### src/pkg/pbat_pkg.sv
// Purpose: Shared constants and types of the peripheral bus access timing bridge
// Assumes: One core clock; peripheral clock exists only as a tick derived here
// Notes:   Target map and per-target cycle counts live here
package pbat_pkg;
    // ------------------------------------------------------------
    // Widths
    // ------------------------------------------------------------
    localparam int PBAT_ADDR_W = 16;
    localparam int PBAT_DATA_W = 32;
    localparam int PBAT_CNT_W = 4;
    localparam int PBAT_DIV_W = 3;
    localparam int PBAT_LEN_W = 8;

    // ------------------------------------------------------------
    // Timing counts
    // ------------------------------------------------------------
    localparam logic [PBAT_CNT_W-1:0] PBAT_MAIN_CYCLES = 4'h1;
    localparam logic [PBAT_CNT_W-1:0] PBAT_CYC_BUS1 = 4'h1;
    localparam logic [PBAT_CNT_W-1:0] PBAT_CYC_BERR = 4'h1;
    localparam logic [PBAT_CNT_W-1:0] PBAT_CYC_EXTB = 4'h2;
    localparam logic [PBAT_CNT_W-1:0] PBAT_CYC_BUS2 = 4'h2;
    localparam logic [PBAT_CNT_W-1:0] PBAT_CYC_BUS3 = 4'h2;
    localparam logic [PBAT_CNT_W-1:0] PBAT_CYC_BUS4 = 4'h3;
    localparam logic [PBAT_CNT_W-1:0] PBAT_CYC_BUS5 = 4'h4;
    localparam logic [PBAT_CNT_W-1:0] PBAT_CYC_BUS6 = 4'h5;

    // ------------------------------------------------------------
    // Target decode: field position and codes
    // ------------------------------------------------------------
    localparam int PBAT_TGT_LSB = 12;
    localparam logic [3:0] PBAT_TGT_BUS1 = 4'h0;
    localparam logic [3:0] PBAT_TGT_BERR = 4'h1;
    localparam logic [3:0] PBAT_TGT_EXTB = 4'h2;
    localparam logic [3:0] PBAT_TGT_BUS2 = 4'h3;
    localparam logic [3:0] PBAT_TGT_BUS3 = 4'h4;
    localparam logic [3:0] PBAT_TGT_BUS4 = 4'h5;
    localparam logic [3:0] PBAT_TGT_BUS5 = 4'h6;
    localparam logic [3:0] PBAT_TGT_BUS6 = 4'h7;

    typedef enum logic [1:0] {PBAT_IDLE, PBAT_MAIN, PBAT_SYNC, PBAT_PERI} pbat_state_t;

    typedef struct packed {
        logic needs_sync;
        logic [PBAT_CNT_W-1:0] cycles;
    } pbat_target_t;
endpackage

### src/pkg/pbat_tick_if.sv
// Purpose: Carries the peripheral clock tick and its divide ratio
// Assumes: Both ends on clk_i
// Notes:   shift is log2 of core cycles per peripheral cycle
`timescale 1ns/1ns
interface pbat_tick_if;
    logic [2:0] shift;
    logic tick;
    modport gen (input shift, output tick);
    modport user (output shift, input tick);
endinterface

### src/design/pbat_tick_gen.sv
// Purpose: Free-running divided peripheral clock tick
// Assumes: shift changes only between accesses
// Notes:   tick marks the core cycle holding a peripheral clock edge
`timescale 1ns/1ns
module pbat_tick_gen
    import pbat_pkg::*;
(
    input wire logic clk_i,
    input wire logic rst_i,
    pbat_tick_if.gen tk
);
    typedef struct packed {
        logic [6:0] cnt;
        logic tick;
    } pbat_tick_st_t;

    pbat_tick_st_t st;
    pbat_tick_st_t next_st;
    logic [6:0] last;

    always_comb begin
        last = 7'(7'h01 << tk.shift) - 7'h01;
        next_st = st;
        next_st.tick = (st.cnt == last);
        next_st.cnt = (st.cnt >= last) ? 7'h00 : st.cnt + 7'h01;
    end

    always_ff @(posedge clk_i) begin
        if (rst_i) begin
            st <= '0;
        end else begin
            st <= next_st;
        end
    end

    assign tk.tick = st.tick;
endmodule

### src/design/pbat_bridge.sv
// Purpose: Main bus to peripheral bus bridge that times register accesses
// Assumes: Divider codes are log2 divisors of one source clock, held stable
// Notes:   Ack is a one-cycle pulse; busy_o stalls the master until then
`timescale 1ns/1ns
module pbat_bridge
    import pbat_pkg::*;
(
    input wire logic clk_i,
    input wire logic rst_i,
    input wire logic req_i,
    input wire logic we_i,
    input wire logic [PBAT_ADDR_W-1:0] addr_i,
    input wire logic [PBAT_DATA_W-1:0] wdata_i,
    input wire logic [PBAT_DIV_W-1:0] core_div_i,
    input wire logic [PBAT_DIV_W-1:0] per_div_i,
    input wire logic xfer_ctl_busy_i,
    input wire logic [PBAT_DATA_W-1:0] prdata_i,
    output logic busy_o,
    output logic ack_o,
    output logic [PBAT_DATA_W-1:0] rdata_o,
    output logic psel_o,
    output logic penable_o,
    output logic pwrite_o,
    output logic [PBAT_ADDR_W-1:0] paddr_o,
    output logic [PBAT_DATA_W-1:0] pwdata_o
);
    // ------------------------------------------------------------
    // Target decode
    // ------------------------------------------------------------
    function automatic pbat_target_t decode(input logic [PBAT_ADDR_W-1:0] a);
        pbat_target_t t;
        t.needs_sync = 1'b1;
        t.cycles = PBAT_CYC_BUS2;
        case (a[PBAT_TGT_LSB +: 4])
            PBAT_TGT_BUS1: begin
                t = '{needs_sync: 1'b0, cycles: PBAT_CYC_BUS1};
            end
            PBAT_TGT_BERR: begin
                t = '{needs_sync: 1'b0, cycles: PBAT_CYC_BERR};
            end
            PBAT_TGT_EXTB: t.cycles = PBAT_CYC_EXTB;
            PBAT_TGT_BUS3: t.cycles = PBAT_CYC_BUS3;
            PBAT_TGT_BUS4: t.cycles = PBAT_CYC_BUS4;
            PBAT_TGT_BUS5: t.cycles = PBAT_CYC_BUS5;
            PBAT_TGT_BUS6: t.cycles = PBAT_CYC_BUS6;
            default: t.cycles = PBAT_CYC_BUS2;
        endcase
        return t;
    endfunction

    // ------------------------------------------------------------
    // State
    // ------------------------------------------------------------
    typedef struct packed {
        pbat_state_t state;
        logic slow;
        logic [PBAT_CNT_W-1:0] cnt;
        logic [PBAT_CNT_W-1:0] cyc;
        logic busy;
        logic ack;
        logic [PBAT_DATA_W-1:0] rdata;
        logic psel;
        logic penable;
        logic pwrite;
        logic [PBAT_ADDR_W-1:0] paddr;
        logic [PBAT_DATA_W-1:0] pwdata;
    } pbat_bridge_st_t;

    pbat_bridge_st_t st;
    pbat_bridge_st_t next_st;
    pbat_target_t tgt;
    logic core_ge;
    logic step;

    pbat_tick_if tk ();

    pbat_tick_gen u_tick (
        .clk_i(clk_i),
        .rst_i(rst_i),
        .tk(tk)
    );

    // Peripheral clock ratio relative to the core; zero when the core is slower
    assign core_ge = (core_div_i <= per_div_i);
    assign tk.shift = core_ge ? 3'(per_div_i - core_div_i) : 3'h0;
    assign tgt = decode(addr_i);
    // Slow accesses advance on peripheral edges, others on core cycles
    assign step = st.slow ? tk.tick : 1'b1;

    // ------------------------------------------------------------
    // Sequencer
    // ------------------------------------------------------------
    always_comb begin
        next_st = st;
        next_st.ack = 1'b0;
        next_st.penable = 1'b0;
        case (st.state)
            PBAT_IDLE: begin
                // Transfer controller owns the bus: hold off, timing stretches
                if (req_i && !xfer_ctl_busy_i) begin
                    next_st.state = PBAT_MAIN;
                    next_st.busy = 1'b1;
                    next_st.slow = tgt.needs_sync && core_ge;
                    next_st.cyc = tgt.cycles;
                    next_st.cnt = tgt.cycles;
                    next_st.pwrite = we_i;
                    next_st.paddr = addr_i;
                    next_st.pwdata = wdata_i;
                end
            end
            PBAT_MAIN: begin
                // An edge inside the main bus cycle leaves no sync to add
                if (st.slow && !tk.tick) begin
                    next_st.state = PBAT_SYNC;
                end else begin
                    next_st.state = PBAT_PERI;
                    next_st.psel = 1'b1;
                    next_st.penable = (st.cnt == 4'h1) && !st.slow;
                end
            end
            PBAT_SYNC: begin
                if (tk.tick) begin
                    next_st.state = PBAT_PERI;
                    next_st.psel = 1'b1;
                end
            end
            PBAT_PERI: begin
                if (step) begin
                    if (st.cnt == 4'h1) begin
                        next_st.state = PBAT_IDLE;
                        next_st.psel = 1'b0;
                        next_st.busy = 1'b0;
                        next_st.ack = 1'b1;
                        next_st.rdata = st.pwrite ? st.rdata : prdata_i;
                    end else begin
                        next_st.cnt = st.cnt - 4'h1;
                        next_st.penable = (st.cnt == 4'h2) && !st.slow;
                    end
                end else begin
                    next_st.penable = st.penable;
                end
            end
            default: begin
                next_st.state = PBAT_IDLE;
                next_st.psel = 1'b0;
                next_st.busy = 1'b0;
            end
        endcase
        // Slow mode commits when the next edge comes; strobe the final period
        if (st.slow && st.state != PBAT_IDLE && next_st.state == PBAT_PERI && next_st.cnt == 4'h1) begin
            next_st.penable = 1'b1;
        end
    end

    always_ff @(posedge clk_i) begin
        if (rst_i) begin
            st <= '{state: PBAT_IDLE, default: '0};
        end else begin
            st <= next_st;
        end
    end

    assign busy_o = st.busy;
    assign ack_o = st.ack;
    assign rdata_o = st.rdata;
    assign psel_o = st.psel;
    assign penable_o = st.penable;
    assign pwrite_o = st.pwrite;
    assign paddr_o = st.paddr;
    assign pwdata_o = st.pwdata;

    // ------------------------------------------------------------
    // Checks
    // ------------------------------------------------------------
    logic [PBAT_LEN_W-1:0] acc_len;
    logic [PBAT_LEN_W-1:0] sync_len;
    always_ff @(posedge clk_i) begin
        if (rst_i || st.state == PBAT_IDLE) begin
            acc_len <= '0;
            sync_len <= '0;
        end else begin
            acc_len <= acc_len + 8'h01;
            if (st.state != PBAT_PERI) begin
                sync_len <= sync_len + 8'h01;
            end
        end
    end
endmodule

### config.mk
export PLATFORM = sky130hd
export DESIGN_NAME = pbat_bridge
export DESIGN_NICKNAME = d
export VERILOG_FILES = /design/src/pkg/pbat_pkg.sv /design/src/pkg/pbat_tick_if.sv /design/src/design/pbat_tick_gen.sv /design/src/design/pbat_bridge.sv
export SDC_FILE = /design/constraint.sdc
export NUM_CORES = 1
export LEC_CHECK = 0
export BUFFER_PORTS_ARGS = -buffer_cell sky130_fd_sc_hd__buf_4
export CAP_MARGIN = 0
export CORE_MARGIN = 2
export CORE_UTILIZATION = 35
export DETAILED_ROUTE_END_ITERATION = 10
export GPL_ROUTABILITY_DRIVEN = 0
export HOLD_SLACK_MARGIN = 0.12
export PLACE_DENSITY = 0.58
export SYNTH_ARGS = -nofsm -noshare
export SYNTH_HDL_FRONTEND = slang
export SYNTH_SLANG_ARGS = --single-unit
### constraint.sdc
create_clock -name clk_i -period 3.9 [get_ports clk_i]
set_input_delay 0.585 -clock clk_i [delete_from_list [all_inputs] [get_ports clk_i]]
set_output_delay 0.585 -clock clk_i [all_outputs]
set_load 0.005 [all_outputs]
### Yosys cells after proc, flatten, opt, wreduce, memory -nomap -nowiden

Index checks and enable logic that the tools add are counted.

* add/subtract/negate cells: 4
* multiply operators: 0
* div/mod/pow operators: 0
* order comparisons: 2
* eq/ne operators: 18
* shift operators: 1
* mux-type cells: 24
* bitwise gates (word level): 3
* reductions and logical operators: 23

Operators by type and width (number)
* $mux W35: 2
* $mux W32: 1
* $eq A4 B1 Y1 const B: 3
* $eq A4 B3 Y1 const B: 3
* $mux W12: 1
* $pmux W3 S4: 1
* $logic_and A1 B1 Y1: 8
* $mux W2: 4
* $mux W4: 2
* $ne A2 B2 Y1 const B: 4
* $pmux W2 S4: 1
* $pmux W4 S2: 1
* $reduce_and A4 Y1: 2
* $add A7 B1 Y7 const B: 1
* $eq A7 B7 Y1: 1
* $ge A7 B7 Y1: 1
* $mux W1: 7
* $shl A1 B3 Y7 const A: 1
* $sub A7 B1 Y7 const B: 1
* $eq A2 B2 Y1 const B: 3
* $reduce_and A5 Y1: 1
* $eq A4 B2 Y1 const B: 1
* $logic_not A4 Y1: 1
* $pmux W1 S2: 2
* 16 further kinds: 22

* flip-flop bits (word level): 104
* latch bits: 0
* bits in writable memories: 0
* ROM bits: 0
* memories kept: 0

### Logic depth before layout (Yosys ltp)

* word-level depth: 10
* mapped depth: 15
* depth with buffers taken out: 15

### Hierarchy

From an unflattened synthesis, not the netlist that was laid out.

* cells, all modules: 602
* area, all modules: 4783.3 sq um

Modules (own cells, without submodules)
* pbat_bridge: instances 1, cells an instance 547, area each 4276.6 sq um
* pbat_tick_gen: instances 1, cells an instance 55, area each 506.7 sq um

### Worst setup path after synthesis

OpenSTA, ideal clock, no wires.

* kind: in2reg
* start point: input per_div_i[0]
* end point: register u_tick.st[1] in the netlist's numbering
* arrival: 3249 ps
* required time: 3814 ps
* setup slack: 565 ps
* stages: 15
* path buffers: 0
* cell sequence: inv_1 > ha_1 > inv_1 > fa_1 > xor2_1 > nor2_1 > a21oi_1 > ha_1 > and2_1 > a31oi_1 > o21a_1 > ha_1 > a21o_1 > a211o_1 > a211oi_1

* longest elaborated chain between the ends: 6
* elaborated cells on any way between the ends: 7
* classes of those cells: add/sub (2); order compare (2); shift (1); mux (1); reduce/logical (1)

RTL lines
* from (decl): line pbat_bridge.sv:15 `input wire logic [PBAT_DIV_W-1:0] per_div_i,`
* $sub A3 B3 Y3 / $le A3 B3 Y1 (equally long branches): line pbat_bridge.sv:85, pbat_bridge.sv:84
* $mux W3 (*): line pbat_bridge.sv:85 `assign tk.shift = core_ge ? 3'(per_div_i - core_div_i) : 3'h0;`
* $shl A1 B3 Y7 (*): line pbat_tick_gen.sv:22 `last = 7'(7'h01 << tk.shift) - 7'h01;`
* $sub A7 B1 Y7 (*): line pbat_tick_gen.sv:22
* $ge A7 B7 Y1 (*): line pbat_tick_gen.sv:25 `next_st.cnt = (st.cnt >= last) ? 7'h00 : st.cnt + 7'h01;`
* $reduce_or A2 Y1 (no source line) (*)
* to (signal assigned): line pbat_tick_gen.sv:32 `st <= next_st;`
* to (decl): line pbat_tick_gen.sv:17 `pbat_tick_st_t st;`

Every way passes the cells marked *; elsewhere a longest branch is shown, timed or not.
A chain may end at the register's enable or synchronous reset.

### Final worst setup path

* start point: input per_div_i[0]
* end point: register u_tick.st[3] in the netlist's numbering

The elaborated chain is that of the path after synthesis.

==> results.toml <==
[finish]
area_growth_pct = 22.5
fillCellCount = 1408
fin_nets = 802
drive_gt1_share_pct = 29.8
num_antenna_cells = 0

[clock_tree]
cts_root_buffer = "clkbuf_16"
hold_buffers = 0
clkTransAtPathRegs_ns = 0.07
cts_resized = 0
postCtsSetupBuffers = 0
cts.sinks = 100
cts_tree = "yes"
insertion_delay_ns = 0.34
clock_path_buffers = 2
cts_max_level = 3
cts_buffers = 9

[yosys]
yosysSeqAreaShare_pct = 40.6
syn_nets = 726
postSynthCellCount = 615
yosysWarnings = 0
netlist_area_sq_um = 4930
synth.distinct_cells = 52
synth_edf_count = 0
synth-seq-cells = 100
async_flop_share_pct = 0
synth.avg_cell_area_sq_um = 8.01
ys.flop_type = "dfxtp_1"

[power_and_ir_drop]
power.leakage_uw = 0.00258
power_frac_comb_pct = 23.0
sw_frac_of_total_pct = 28.4
switchingPower_uw = 778
ir_drop_mv = 0.230
p_int_uw = 1960
clkPwrFrac_pct = 34.7
power_density_nw_per_um2 = 453
power.total_uw = 2730
p_seq_share_pct = 42.3

[grt]
grt_first_pass_wirelength_mm = 18.8
grt_start_max_net_pins = 95
grtUsageTotal_pct = 15.8
antenna_found_initial = 0
overflow = 0
grt_pass1_vias = 3837

[timing]
maxSlewHeadroom_pct = 19.0
fin_hold_ws_ns = 0.455
min_period_ns = 3.49
fmax_mhz = 287
setup_violations = 0
rsz0062_at_grt = "false"
worst-slew-pin-transition_ns = 1.21
slew_violations = 0
hold_viol_final = 0
fin_crit_sh_pct = 89.5
fin_skew_ns = 0.00720
setup-tns-final_ns = 0

[worst_hold_path]
hp-class = "register to register"
worstHoldStart = "pwdata_o[5]"
hold_end = "pwdata_o[5]"
whs_path_depth = 2

[worst_setup_path]
cp.arrival_ns = 3.74
r2r_end = "rdata_o[14]"
crit_type = "primary input to register"
worstPathMaxFanout = 7
worst-path-buf-inv = 3
crit_path_max_incr_delay_ns = 0.41
cp.required_ns = 4.15
critPathSlowestCell = "fa_1"
end_kind = "register"
cpMostUsedCell = "ha_1"
rr_startpoint = "st[90]"
start_kind = "primary input"
crit_chain = "buf_4 -> inv_1 -> ha_1 -> inv_1 -> fa_1 -> xor2_1 -> nor2_1 -> a21oi_1 -> ha_1 -> and2_1 -> a31oi_1 -> o21a_1 -> ha_1 -> a21o_1 -> a211o_1 -> a211oi_1"
rrSetupSlack_ns = 1.40
path_delay_family = "compound AO/OA/AOI/OAI gates"
worst-r2r-cell-count = 7

[routing]
drt_iter0_drc = 261
viasPerCell = 4.73
vias = 4137
drt-total-wl_mm = 12.0
first_pass_iters = 4
antenna_left = 0
routedWlPerCell_microns = 13.7
drc_errors = 0

[run]
drv_cap = 0

[floorplanning]
die_h_microns = 123
ios = 176
core_area_sq_um = 13800
die_x_microns = 123
fp.dieArea_sq_um = 15000
start_util_pct = 35.6
num_rows = 43

[place]
hpwlAfterDp_mm = 8.49
port_buffers = 175

[outcome]
run_status = "completed"
==> routing by layer <==
metal | wire, microns | share of wire [%] | vias up | GRT usage, %
met4 | 180 | 1.5 | 0 | 6.25
met1 | 5410 | 45 | 1890 | 20.3
met2 | 5540 | 46 | 127 | 25.7
li1 | - | - | 2105 | -
met3 | 820 | 6.9 | 15 | 3.44
met5 | 0 | 0 | - | 0
==> worst reg2reg max path: cells and delay by family, from the launching register on <==
family	cells	cell delay (ns)
simple gates	4	1.61
compound gates	1	0.16
buf+inv	1	0.11
flops	1	0.33
fa+ha+maj	1	0.21
==> per-stage QoR <==
step / std cells / setup WS, ns / cell area (sq um) / util, %
floorplan: 615 / 0.565 / 4930 / -
global placement: 860 / 0.285 / 5720 / 41.4
detailed placement: 860 / 0.0987 / 5720 / 41.4
CTS: 875 / 0.424 / 6030 / 43.6
global route: 875 / 0.0971 / 6030 / 43.6
finish: 875 / 0.410 / 6030 / 43.6
==> cells by family (layout without fill, tap and decap cells) <==
logic type / Yosys count / after routing / synth area share, %
simple gates: 223 / 223 / 19.5
compound gates: 136 / 136 / 16.4
buf+inv: 126 / 206 / 16.5
flops: 100 / 100 / 40.6
fa+ha+maj: 20 / 20 / 5.23
xor+xnor: 9 / 9 / 1.60
mux: 1 / 1 / 0.203
==> layout by cell type (no fill, tap or decap), drive strengths merged, types with 3 or more instances in the layout <==
master	synthesis	layout
nand4	3	3
a21o	8	8
nor3	3	3
buf	96	177
nand2	172	172
xor2	5	5
nand2b	6	6
nor2	16	16
dfxtp	100	100
ha	19	19
clkbuf	16	9
inv	14	15
xnor2	4	4
nand3	5	5
a21oi	92	92
a211oi	8	8
and3	3	3
o21ai	10	10
==> Yosys cell counts, types with 2 or more instances <==
master / n / area, sq um
inv_1: 14 / 52.6
nand2b_1: 6 / 37.5
nand2_1: 172 / 646
xor2_1: 5 / 43.8
nor3_1: 3 / 15.0
a32oi_1: 2 / 17.5
nand3_1: 4 / 20.0
buf_2: 12 / 60.1
o221a_2: 2 / 22.5
a31o_2: 2 / 17.5
and3_1: 3 / 18.8
nand4_1: 3 / 18.8
buf_6: 3 / 33.8
a21oi_1: 92 / 460
o211ai_1: 2 / 15.0
clkbuf_1: 16 / 60.1
buf_4: 81 / 608
a211oi_1: 8 / 60.1
ha_1: 19 / 238
nor2_1: 15 / 56.3
and2b_1: 2 / 15.0
and2_1: 2 / 12.5
a21o_1: 8 / 60.1
dfxtp_1: 100 / 2000
a31oi_1: 2 / 12.5
o21ai_0: 8 / 40.0
xnor2_1: 4 / 35.0
==> power groups by stage <==
| stage | logic [uW] | registers (uW) | clock network [uW] |
|---|---|---|---|
| 6_report | 630 | 1160 | 948 |
| 5_1_grt | 717 | 1170 | 1020 |
| 4_1_cts | 637 | 1160 | 983 |
| 3_5_place_dp | 634 | 1180 | 0 |
| 3_3_place_gp | 620 | 1180 | 0 |
| 2_1_floorplan | 455 | 1160 | 0 |
==> layout make-up <==
class / instances / area, sq um / share of cell area (%)
Clock inverter: 6 / 88.8 / 1.47
Timing Repair Buffer: 177 / 1330 / 22.0
Tap cell: 180 / 225 / 3.73
Sequential cell: 100 / 2000 / 33.2
Inverter: 14 / 52.6 / 0.871
Multi-Input combinational cell: 389 / 2110 / 35.0
Clock buffer: 9 / 225 / 3.73
==> registers in the layout, indices dropped and copies added, names as in the netlist <==
signal,count
pwdata_o,32
rdata_o,32
paddr_o,16
st,7
u_tick.st,7
ack_o,1
busy_o,1
penable_o,1
psel_o,1
pwrite_o,1
u_tick.tk.tick,1
==> worst max-delay path by stage <==
stage                 start      endpoint  slack (ns)  cells after the start
2_1_floorplan  per_div_i[0]  u_tick.st[1]        0.57                     15
3_3_place_gp   per_div_i[0]  u_tick.st[3]        0.29                     16
3_5_place_dp   per_div_i[0]  u_tick.st[3]         0.1                     16
4_1_cts        per_div_i[0]  u_tick.st[3]        0.42                     16
5_1_grt        per_div_i[0]  u_tick.st[6]         0.1                     16
6_report       per_div_i[0]  u_tick.st[3]        0.41                     16
No activity file was read; power rests on OpenSTA's default activity.
